==> config.mk <==
export PLATFORM = sky130hd
export DESIGN_NAME = cps_ctrl
export DESIGN_NICKNAME = d
export VERILOG_FILES = /design/src/cps_pkg.sv /design/src/cps_timer.sv /design/src/cps_serial_tx.sv /design/src/cps_ctrl.sv
export VERILOG_INCLUDE_DIRS = /design/src /design/src/src
export SDC_FILE = /design/constraint.sdc
export NUM_CORES = 1
export LEC_CHECK = 0
export ABC_AREA = 1
export ABC_CLOCK_PERIOD_IN_PS = 4100
export BUFFER_PORTS_ARGS = -buffer_cell sky130_fd_sc_hd__buf_2
export CORE_MARGIN = 2
export CORE_UTILIZATION = 52
export CTS_BUF_LIST = sky130_fd_sc_hd__clkbuf_16
export DETAILED_ROUTE_END_ITERATION = 12
export MAX_ROUTING_LAYER = met4
export PLACE_DENSITY = 0.8
export SKIP_LAST_GASP = 1
export SLEW_MARGIN = 5
export SYNTH_ARGS = -nofsm -noshare
export SYNTH_HDL_FRONTEND = slang
export SYNTH_SLANG_ARGS = --single-unit
==> constraint.sdc <==
create_clock -name clock -period 4.1 [get_ports clock]
set_input_delay 0.82 -clock clock [delete_from_list [all_inputs] [get_ports clock]]
set_output_delay 0.82 -clock clock [all_outputs]
set_load 0.03 [all_outputs]
==> src/cps_consts.svh <==
// Constants of the codec control-port host controller
// Functional notes
// - Frame is chip address 01, direction bit, 5-bit address, 8-bit data, MSB first.
// - Three-wire port is write only; direction bit always sent as 1.
// - Chip select returns high after every 16-clock frame.
// - Serial control clock never runs faster than 5 MHz.
// - Two-wire mode is a fast-mode slave with bus clock at most 400 kHz.
// - Powerdown pin released high no sooner than 150 ns after power.
// - Power, PLL, DAC, clock-out and master bits written only after powerdown high.
// - Headphone path select bits set only after PLL lock.
// - Headphone power and unmute set at least 2 ms after path select.
// - At power-down clear headphone power first, then path select bits.
// - Lineout path select after PLL lock, then lineout power.
// - Mono path select after PLL lock, then mono output power.
// - Bypass paths: common voltage power after powerdown high, then input select; code checks only powerdown high, not this order.
// - Bypass to lineout: lineout power at least 2 ms after input select.
// - Host never writes register addresses 14H through 1FH.
`ifndef CPS_CONSTS_SVH
`define CPS_CONSTS_SVH

// Wishbone register map (byte addresses)
`define CPS_WB_CTRL       8'h00
`define CPS_WB_CMD        8'h04
`define CPS_WB_STAT       8'h08
// Control register fields
`define CPS_CTRL_RELEASE  0
`define CPS_CTRL_TWOWIRE  1
// Command register fields
`define CPS_CMD_DATA_LSB  0
`define CPS_CMD_ADDR_LSB  8
// Status register fields
`define CPS_ST_BUSY       0
`define CPS_ST_REFUSED    1
`define CPS_ST_WAIT_LOCK  2
`define CPS_ST_WAIT_SETL  3
`define CPS_ST_LOCKED     4
`define CPS_ST_PIN_HIGH   5
`define CPS_ST_PUP_DONE   6

// Frame layout
`define CPS_CHIP_ADDR     2'b01
`define CPS_DIR_WRITE     1'b1
`define CPS_FRAME_BITS    16
`define CPS_REG_LIMIT     5'h14

// Device register addresses and bit groups
`define CPS_REG_PWR       5'h00
`define CPS_REG_HP_SEL0   5'h07
`define CPS_REG_LO_SEL0   5'h08
`define CPS_REG_HP_SEL    5'h0d
`define CPS_REG_LO_SEL    5'h0f
`define CPS_REG_MO_SEL    5'h12
`define CPS_REG_MO_ATT    5'h13
`define CPS_DAC_PATH_MASK 8'h03
`define CPS_PWR_OUT_MASK  8'h3c
`define CPS_MO_PWR_MASK   8'h40
`define CPS_HP_PWR_MASK   8'h0c

// Timing
`define CPS_CLK_KHZ       200000
`define CPS_CLK_MHZ       200
`define CPS_SCLK_MAX_KHZ  5000
`define CPS_HALF_CYC      ((`CPS_CLK_KHZ + 2 * `CPS_SCLK_MAX_KHZ - 1) / (2 * `CPS_SCLK_MAX_KHZ))
`define CPS_T_PUP_NS      150
`define CPS_PUP_CYC       ((`CPS_T_PUP_NS * `CPS_CLK_MHZ + 999) / 1000)
`define CPS_T_SETTLE_US   2000
`define CPS_SETTLE_CYC    (`CPS_T_SETTLE_US * `CPS_CLK_MHZ)
`define CPS_TWOWIRE_KHZ   400

`endif

==> src/cps_pkg.sv <==
// Types shared by the control-port host controller
`default_nettype none
package cps_pkg;
  typedef enum logic [1:0] {
    CPS_IDLE = 2'b00,
    CPS_WAIT = 2'b01,
    CPS_SEND = 2'b10
  } cps_state_e;
endpackage : cps_pkg
`default_nettype wire

==> src/cps_timer.sv <==
// Retriggerable delay timer, busy for a fixed number of cycles
`include "cps_consts.svh"
`default_nettype none
module cps_timer
  import cps_pkg::*;
#(
  parameter int unsigned CYCLES = 1
) (
  input  wire logic clock,
  input  wire logic sys_rst,
  input  wire logic start,
  output var  logic busy
);
  localparam int W = $clog2(CYCLES + 1);
  localparam logic [W-1:0] CYC_W = W'(CYCLES);
  localparam logic [W-1:0] ONE_W = W'(1);

  logic [W-1:0] cnt_r;

  always_ff @(posedge clock or posedge sys_rst)
  begin
    if (sys_rst)
    begin
      cnt_r <= '0;
      busy  <= 1'b0;
    end
    else if (start)
    begin
      cnt_r <= CYC_W;
      busy  <= 1'b1;
    end
    else if (cnt_r != '0)
    begin
      cnt_r <= cnt_r - ONE_W;
      busy  <= (cnt_r != ONE_W);
    end
  end
endmodule : cps_timer
`default_nettype wire

==> src/cps_serial_tx.sv <==
// Three-wire write-frame shifter with its own serial clock divider
`include "cps_consts.svh"
`default_nettype none
module cps_serial_tx
  import cps_pkg::*;
(
  input  wire logic       clock,
  input  wire logic       sys_rst,
  input  wire logic       start,
  input  wire logic [4:0] regAddr,
  input  wire logic [7:0] regData,
  output var  logic       busy,
  output var  logic       chipSelectLow,
  output var  logic       controlSerialClock,
  output var  logic       controlSerialIn
);
  localparam logic [4:0] HALF_LAST = 5'(`CPS_HALF_CYC - 1);
  localparam logic [5:0] IDX_CS    = 6'(2 * `CPS_FRAME_BITS);

  logic [4:0]  div_r;
  logic [5:0]  idx_r;
  logic [15:0] shift_r;

  always_ff @(posedge clock or posedge sys_rst)
  begin
    if (sys_rst)
    begin
      busy               <= 1'b0;
      chipSelectLow      <= 1'b1;
      controlSerialClock <= 1'b1;
      controlSerialIn    <= 1'b0;
      div_r              <= '0;
      idx_r              <= '0;
      shift_r            <= '0;
    end
    else if (start && !busy)
    begin
      busy          <= 1'b1;
      chipSelectLow <= 1'b0;
      div_r         <= '0;
      idx_r         <= '0;
      shift_r       <= {`CPS_CHIP_ADDR, `CPS_DIR_WRITE, regAddr, regData};
    end
    else if (busy)
    begin
      if (div_r == HALF_LAST)
      begin
        div_r <= '0;
        idx_r <= idx_r + 6'h01;
        if (idx_r < IDX_CS)
        begin
          if (!idx_r[0])
          begin
            controlSerialClock <= 1'b0;
            controlSerialIn    <= shift_r[15];
            shift_r            <= {shift_r[14:0], 1'b0};
          end
          else
            controlSerialClock <= 1'b1;
        end
        else if (idx_r == IDX_CS)
          chipSelectLow <= 1'b1;
        else
          busy <= 1'b0;
      end
      else
        div_r <= div_r + 5'h01;
    end
  end
endmodule : cps_serial_tx
`default_nettype wire

==> src/cps_ctrl.sv <==
// Host controller for the codec control port: Wishbone registers, frame guard, pins
`include "cps_consts.svh"
`default_nettype none
module cps_ctrl
  import cps_pkg::*;
#(
  parameter int unsigned SETTLE_CYC = `CPS_SETTLE_CYC
) (
  input  wire logic        clock,
  input  wire logic        sys_rst,
  input  wire logic        wb_cyc_i,
  input  wire logic        wb_stb_i,
  input  wire logic        wb_we_i,
  input  wire logic [7:0]  wb_adr_i,
  input  wire logic [3:0]  wb_sel_i,
  input  wire logic [31:0] wb_dat_i,
  output var  logic [31:0] wb_dat_o,
  output var  logic        wb_ack_o,
  input  wire logic        pllLockedIn,
  output var  logic        powerdownPin,
  output var  logic        interfaceSelect,
  output var  logic        chipSelectLow,
  output var  logic        controlSerialClock,
  output var  logic        controlSerialIn
);
  // Path select writes that switch DAC audio onto an output
  function automatic logic needsLock(input logic [4:0] a, input logic [7:0] d);
    needsLock = ((a == `CPS_REG_HP_SEL0) || (a == `CPS_REG_LO_SEL0) || (a == `CPS_REG_MO_SEL))
                && ((d & `CPS_DAC_PATH_MASK) != 8'h00);
  endfunction : needsLock

  // Any path select write that enables a route
  function automatic logic isPathSel(input logic [4:0] a, input logic [7:0] d);
    isPathSel = ((a == `CPS_REG_HP_SEL0) || (a == `CPS_REG_LO_SEL0) || (a == `CPS_REG_HP_SEL)
                 || (a == `CPS_REG_LO_SEL) || (a == `CPS_REG_MO_SEL)) && (d != 8'h00);
  endfunction : isPathSel

  // Output power writes that must wait for the path to settle
  function automatic logic needsSettle(input logic [4:0] a, input logic [7:0] d);
    needsSettle = ((a == `CPS_REG_PWR) && ((d & `CPS_PWR_OUT_MASK) != 8'h00))
                  || ((a == `CPS_REG_MO_ATT) && ((d & `CPS_MO_PWR_MASK) != 8'h00));
  endfunction : needsSettle

  // Write that turns every route of a headphone select register off
  function automatic logic hpPathOff(input logic [4:0] a, input logic [7:0] d);
    hpPathOff = ((a == `CPS_REG_HP_SEL0) || (a == `CPS_REG_HP_SEL)) && (d == 8'h00);
  endfunction : hpPathOff

  cps_state_e  state_r;
  logic        release_r;
  logic        pupStarted_r;
  logic        pupBusy;
  logic        pupDone;
  logic        settleBusy;
  logic        settleStart;
  logic        lockMeta_r;
  logic        lockSync_r;
  logic        refused_r;
  logic        hpPwrOn_r;
  logic [4:0]  cmdAddr_r;
  logic [7:0]  cmdData_r;
  logic        txStart;
  logic        txBusy;
  logic        wbHit;
  logic        cmdWrite;
  logic        cmdOk;
  logic        waitLock;
  logic        waitSettle;
  logic        refuseNow;
  logic        abortWait;
  logic [31:0] rdData;

  assign wbHit    = wb_cyc_i && wb_stb_i && !wb_ack_o;
  assign cmdWrite = wbHit && wb_we_i && (wb_adr_i == `CPS_WB_CMD) && (&wb_sel_i[1:0]);
  assign pupDone  = pupStarted_r && !pupBusy;
  assign waitLock   = needsLock(cmdAddr_r, cmdData_r) && !lockSync_r;
  assign waitSettle = needsSettle(cmdAddr_r, cmdData_r) && settleBusy;
  assign txStart    = (state_r == CPS_WAIT) && !waitLock && !waitSettle && powerdownPin;
  assign settleStart = txStart && isPathSel(cmdAddr_r, cmdData_r);
  assign abortWait  = (state_r == CPS_WAIT) && !powerdownPin;

  // Commands are refused when busy, in two-wire mode, in powerdown or out of range
  assign cmdOk = (state_r == CPS_IDLE) && powerdownPin && !interfaceSelect
                 && (wb_dat_i[`CPS_CMD_ADDR_LSB +: 5] < `CPS_REG_LIMIT)
                 && !(hpPwrOn_r && hpPathOff(wb_dat_i[`CPS_CMD_ADDR_LSB +: 5],
                                             wb_dat_i[`CPS_CMD_DATA_LSB +: 8]));
  assign refuseNow = (cmdWrite && !cmdOk) || abortWait;

  // Lock indication from the device side crosses in through two flops
  always_ff @(posedge clock or posedge sys_rst)
  begin
    if (sys_rst)
    begin
      lockMeta_r <= 1'b0;
      lockSync_r <= 1'b0;
    end
    else
    begin
      lockMeta_r <= pllLockedIn;
      lockSync_r <= lockMeta_r;
    end
  end

  // Headphone power as last sent; its path may not be switched off while it is on.
  // Waiting for the outputs to reach ground stays with software.
  always_ff @(posedge clock or posedge sys_rst)
  begin
    if (sys_rst)
      hpPwrOn_r <= 1'b0;
    else if (!powerdownPin)
      hpPwrOn_r <= 1'b0;
    else if (txStart && (cmdAddr_r == `CPS_REG_PWR))
      hpPwrOn_r <= ((cmdData_r & `CPS_HP_PWR_MASK) != 8'h00);
  end

  // Minimum hold of the powerdown pin after reset
  always_ff @(posedge clock or posedge sys_rst)
  begin
    if (sys_rst)
      pupStarted_r <= 1'b0;
    else
      pupStarted_r <= 1'b1;
  end

  cps_timer #(
    .CYCLES (`CPS_PUP_CYC)
  ) u_pup_timer (
    .clock   (clock),
    .sys_rst (sys_rst),
    .start   (!pupStarted_r),
    .busy    (pupBusy)
  );

  cps_timer #(
    .CYCLES (SETTLE_CYC)
  ) u_settle_timer (
    .clock   (clock),
    .sys_rst (sys_rst),
    .start   (settleStart),
    .busy    (settleBusy)
  );

  // Control register
  always_ff @(posedge clock or posedge sys_rst)
  begin
    if (sys_rst)
    begin
      release_r       <= 1'b0;
      interfaceSelect <= 1'b0;
    end
    else if (wbHit && wb_we_i && (wb_adr_i == `CPS_WB_CTRL) && wb_sel_i[0])
    begin
      release_r       <= wb_dat_i[`CPS_CTRL_RELEASE];
      interfaceSelect <= wb_dat_i[`CPS_CTRL_TWOWIRE];
    end
  end

  // Powerdown pin: low after reset, raised only once software asks and the hold ran out
  always_ff @(posedge clock or posedge sys_rst)
  begin
    if (sys_rst)
      powerdownPin <= 1'b0;
    else
      powerdownPin <= release_r && pupDone;
  end

  // Command latch
  always_ff @(posedge clock or posedge sys_rst)
  begin
    if (sys_rst)
    begin
      cmdAddr_r <= '0;
      cmdData_r <= '0;
    end
    else if (cmdWrite && cmdOk)
    begin
      cmdAddr_r <= wb_dat_i[`CPS_CMD_ADDR_LSB +: 5];
      cmdData_r <= wb_dat_i[`CPS_CMD_DATA_LSB +: 8];
    end
  end

  // Sequencer: hold each write until its ordering condition is met
  always_ff @(posedge clock or posedge sys_rst)
  begin
    if (sys_rst)
      state_r <= CPS_IDLE;
    else
    begin
      case (state_r)
        CPS_IDLE:
        begin
          if (cmdWrite && cmdOk)
            state_r <= CPS_WAIT;
        end
        CPS_WAIT:
        begin
          if (abortWait)
            state_r <= CPS_IDLE;
          else if (txStart)
            state_r <= CPS_SEND;
        end
        CPS_SEND:
        begin
          if (!txBusy && !txStart)
            state_r <= CPS_IDLE;
        end
        default:
          state_r <= CPS_IDLE;
      endcase
    end
  end

  // Refused flag: sticky; a new refusal wins over a clear in the same cycle
  always_ff @(posedge clock or posedge sys_rst)
  begin
    if (sys_rst)
      refused_r <= 1'b0;
    else if (refuseNow)
      refused_r <= 1'b1;
    else if (wbHit && wb_we_i && (wb_adr_i == `CPS_WB_STAT) && wb_sel_i[0]
             && wb_dat_i[`CPS_ST_REFUSED])
      refused_r <= 1'b0;
  end

  cps_serial_tx u_tx (
    .clock              (clock),
    .sys_rst            (sys_rst),
    .start              (txStart),
    .regAddr            (cmdAddr_r),
    .regData            (cmdData_r),
    .busy               (txBusy),
    .chipSelectLow      (chipSelectLow),
    .controlSerialClock (controlSerialClock),
    .controlSerialIn    (controlSerialIn)
  );

  // Read mux
  always_comb
  begin
    rdData = 32'h0000_0000;
    case (wb_adr_i)
      `CPS_WB_CTRL:
      begin
        rdData[`CPS_CTRL_RELEASE] = release_r;
        rdData[`CPS_CTRL_TWOWIRE] = interfaceSelect;
      end
      `CPS_WB_CMD:
      begin
        rdData[`CPS_CMD_ADDR_LSB +: 5] = cmdAddr_r;
        rdData[`CPS_CMD_DATA_LSB +: 8] = cmdData_r;
      end
      `CPS_WB_STAT:
      begin
        rdData[`CPS_ST_BUSY]      = (state_r != CPS_IDLE);
        rdData[`CPS_ST_REFUSED]   = refused_r;
        rdData[`CPS_ST_WAIT_LOCK] = (state_r == CPS_WAIT) && waitLock;
        rdData[`CPS_ST_WAIT_SETL] = (state_r == CPS_WAIT) && waitSettle;
        rdData[`CPS_ST_LOCKED]    = lockSync_r;
        rdData[`CPS_ST_PIN_HIGH]  = powerdownPin;
        rdData[`CPS_ST_PUP_DONE]  = pupDone;
      end
      default:
        rdData = 32'h0000_0000;
    endcase
  end

  // Wishbone answer: ack one cycle after the request, dropped the next cycle
  always_ff @(posedge clock or posedge sys_rst)
  begin
    if (sys_rst)
    begin
      wb_ack_o <= 1'b0;
      wb_dat_o <= 32'h0000_0000;
    end
    else
    begin
      wb_ack_o <= wbHit;
      wb_dat_o <= wbHit ? rdData : 32'h0000_0000;
    end
  end
endmodule : cps_ctrl
`default_nettype wire

==> run_results.csv <==
group,metric,value,unit
grt,grt_use_total,21.56,%
floorplanning,die_w,102.2,um
placement,portBuffers,47,
clocking,cts.reportedPaths.clkPinSlew,0.06,ns
timing,tightest_slew,0.8921,ns
critical_path,cp_slowest_stage_delay,0.44,ns
timing,max_freq,463.2,MHz
cells_and_area,nets,716,
route,wl,10320,um
route,drtIter0Drc,186,
critical_path,slowest_stage,"dfrtp_1",
critical_path,r2r_cells,10,
cells_and_area,finalInstanceArea,5514,sq um
route,drc,0,
logic_synthesis,ys_seq_area_share,47.00,%
logic_synthesis,syn_inst,609,
clocking,cts_resized,0,
logic_synthesis,ys_ff_latch,94,
logic_synthesis,synth.area.top_cells,"dfrtp_1 46%, nand2_1 11%, inv_1 5.8%",
timing,period_share,52.66,%
floorplanning,initial_utilization,53.96,%
clocking,htree_levels,3,
timing,layout_min_cycle_time,2.159,ns
worst_hold_path,hold_path.class,"reg2reg",
logic_synthesis,synth_commonest_cells,"153 x nand2_1, 92 x dfrtp_1, 77 x inv_1",
critical_path,path_max_fanout,11,
logic_synthesis,yosysWarnings,0,
route,dr.pass1.iters,5,
logic_synthesis,synth_top_cell_area_share,45.95,%
route,wl_per_cell,13.03,um
clocking,numCtsBuffers,9,
floorplanning,num_rows,35,
floorplanning,die-area,10440,sq um
timing,fin_worst_skew,0.006619,ns
route,vias,3965,
cells_and_area,drive_gt1_share,16.59,%
clocking,ctsHoldBuffers,0,
clocking,postCtsSetupRepairBufs,0,
clocking,cts_max_path_buffers,2,
grt,grt_max_degree,54,
run,cap_violations,0,
placement,dp_hpwl,7458,um
timing,slew_violations,0,
critical_path,crit_chain,"inv_1 -> ha_1 -> inv_1 -> nor2_1 -> nand2_2 -> nor2_4 -> nand2_2 -> nand3b_1 -> xor2_1 -> nor2_1",
critical_path,cp.arrival,2.37,ns
critical_path,r2r_slack,1.94,ns
placement,globalplace.congestion,0.9172,
grt,first_global_vias,3842,
cells_and_area,fill_cells,841,
clocking,clock_sinks,94,
worst_hold_path,whs_endpoint,"lockSync_r",
clocking,clk_latency,0.34,ns
critical_path,rr_endpoint,"u_settle_timer.cnt_r[14]",
clocking,clockRootBuffer,"clkbuf_16",
floorplanning,io_pins,88,
power_and_ir_drop,p_leak,0.003009,uW
grt,grt_pass1_wl,17330,um
grt,antenna_found_initial,0,
clocking,cts_tree,"done",
critical_path,cp_data_required_time,4.31,ns
timing,slew-limit-headroom,40.46,%
timing,setup_viol,0,
floorplanning,die_h,102.2,um
power_and_ir_drop,p_per_area,322.0,nW/um^2
cells_and_area,diodes,0,
logic_synthesis,postSynth.asyncResetShare,100.0,%
grt,grt_overflow_total,0,
critical_path,start_kind,"register",
logic_synthesis,synth_top_area_cell,"dfrtp_1",
worst_hold_path,holdPathStages,0,
cells_and_area,areaGrowthSynthToFinish,10.06,%
placement,dpl_cell_area,5249,sq um
status,status,"complete, no violations",
worst_hold_path,min_from,"lockMeta_r",
logic_synthesis,synth_most_common_cell,"nand2_1",
critical_path,end_kind,"register",
timing,finalHoldViolations,0,
timing,setup_tns,0,ns
route,vias_per_cell,5.006,
logic_synthesis,synth_cell_types,46,
floorplanning,core_area,9284,sq um
power_and_ir_drop,ir_drop,0.2373,mV
logic_synthesis,synth_area,5010,sq um
logic_synthesis,synth_edf_count,0,
logic_synthesis,ys.flop_type,"dfrtp_1",
logic_synthesis,syn_avg_cell_area,8.226,sq um
critical_path,critPathKind,"reg2reg",
timing,rsz0062_at_grt,"false",
timing,timing.hold.ws,0.3556,ns
critical_path,timing.rr.start,"u_settle_timer.cnt_r[0]",
route,ant_nets,0,
==> power breakdown <==
group / switching, uW / total [uW] / internal [uW] / leakage [uW]
logic: 67.8 / 86.7 / 18.9 / 0.00163
registers: 3.76 / 937 / 933 / 0.00125
clock network: 347 / 752 / 405 / 0.000128
total: 418 / 1780 / 1360 / 0.00301
==> worst max path at each step <==
stage	start	end	slack, ns	cells after the start
after floorplan	sys_rst	cmdAddr_r[0]	0.83	1
after global placement	wb_adr_i[1]	cmdData_r[6]	1.71	8
after detailed placement	wb_adr_i[1]	cmdAddr_r[0]	1.64	9
after CTS	cmdAddr_r[3]	u_tx.shift_r[9]	1.94	8
after global routing	cmdData_r[2]	u_tx.shift_r[11]	1.69	8
final	u_settle_timer.cnt_r[0]	u_settle_timer.cnt_r[14]	1.94	10
==> cell type report <==
cell class / instances / area, sq um / area share [%]
Clock inverter: 7 / 40.04 / 0.7261
Tap cell: 129 / 161.4 / 2.927
Multi-Input combinational cell: 419 / 2157 / 39.12
Inverter: 85 / 325.3 / 5.900
Sequential cell: 94 / 2355 / 42.70
Clock buffer: 9 / 225.2 / 4.084
Timing Repair Buffer: 49 / 250.2 / 4.538
==> state kept, by name, summed over array words and instances (netlist names), 2 cells and up <==
signal                count
u_settle_timer.cnt_r     19
u_tx.shift_r             16
wb_dat_o                 13
cmdData_r                 8
u_tx.idx_r                6
cmdAddr_r                 5
u_pup_timer.cnt_r         5
u_tx.div_r                5
state_r                   2
==> cells by family (layout without fill, tap and decap cells) <==
| family | count (synthesis) | after routing | share of synthesized area [%] |
|---|---|---|---|
| other cells | 2 | 20 | 0.1499 |
| xor+xnor | 19 | 19 | 3.472 |
| simple gates | 309 | 309 | 28.50 |
| fa+ha+maj | 8 | 8 | 1.998 |
| compound gates | 63 | 63 | 7.593 |
| flops | 94 | 94 | 47.00 |
| buf+inv | 114 | 150 | 11.29 |
==> metrics by stage <==
stage                     setup WS (ns)  std cells  power [uW]  util (%)
after floorplan                  0.8346        627        1025         -
after global placement            1.706        776        1039     56.54
after detailed placement          1.641        776        1042     56.54
after CTS                         1.939        792        1792     59.39
after global routing              1.691        792        1838     59.39
final                             1.941        792        1776     59.39
==> cell usage in the layout (no fill, tap or decap), types with 3 or more instances in the layout <==
cell	n
nand2_1	153
dfrtp_1	92
inv_1	77
nor2_1	61
buf_2	47
nand3_1	38
o21ai_0	22
conb_1	20
a21oi_1	15
xor2_1	15
nor3_1	14
clkbuf_16	9
o21ai_2	8
ha_1	8
o21ai_1	6
inv_2	5
nand2_2	5
nor2_4	4
nand4_1	4
or2_2	4
nor2_2	4
nor4_1	4
clkinv_1	4
xnor2_1	3
nor3_2	3
nand3b_1	3
a31oi_1	3
o211ai_1	3
==> worst max-delay path, delay by kind of cell, from the launching register on <==
family        cells  cell delay [ns]
simple gates      6             0.89
flops             1             0.44
buf+inv           2             0.28
fa+ha+maj         1             0.22
xor+xnor          1             0.19
==> per-layer routing <==
layer	global-route usage (%)	vias to the layer above	share of wire, %
met5	-	-	0
met3	4.241	12	3.8
li1	-	1970	-
met2	35.32	96	50
met1	27.12	1887	45
met4	6.769	0	1.4
Note: power is estimated with default switching activity, not from simulation.
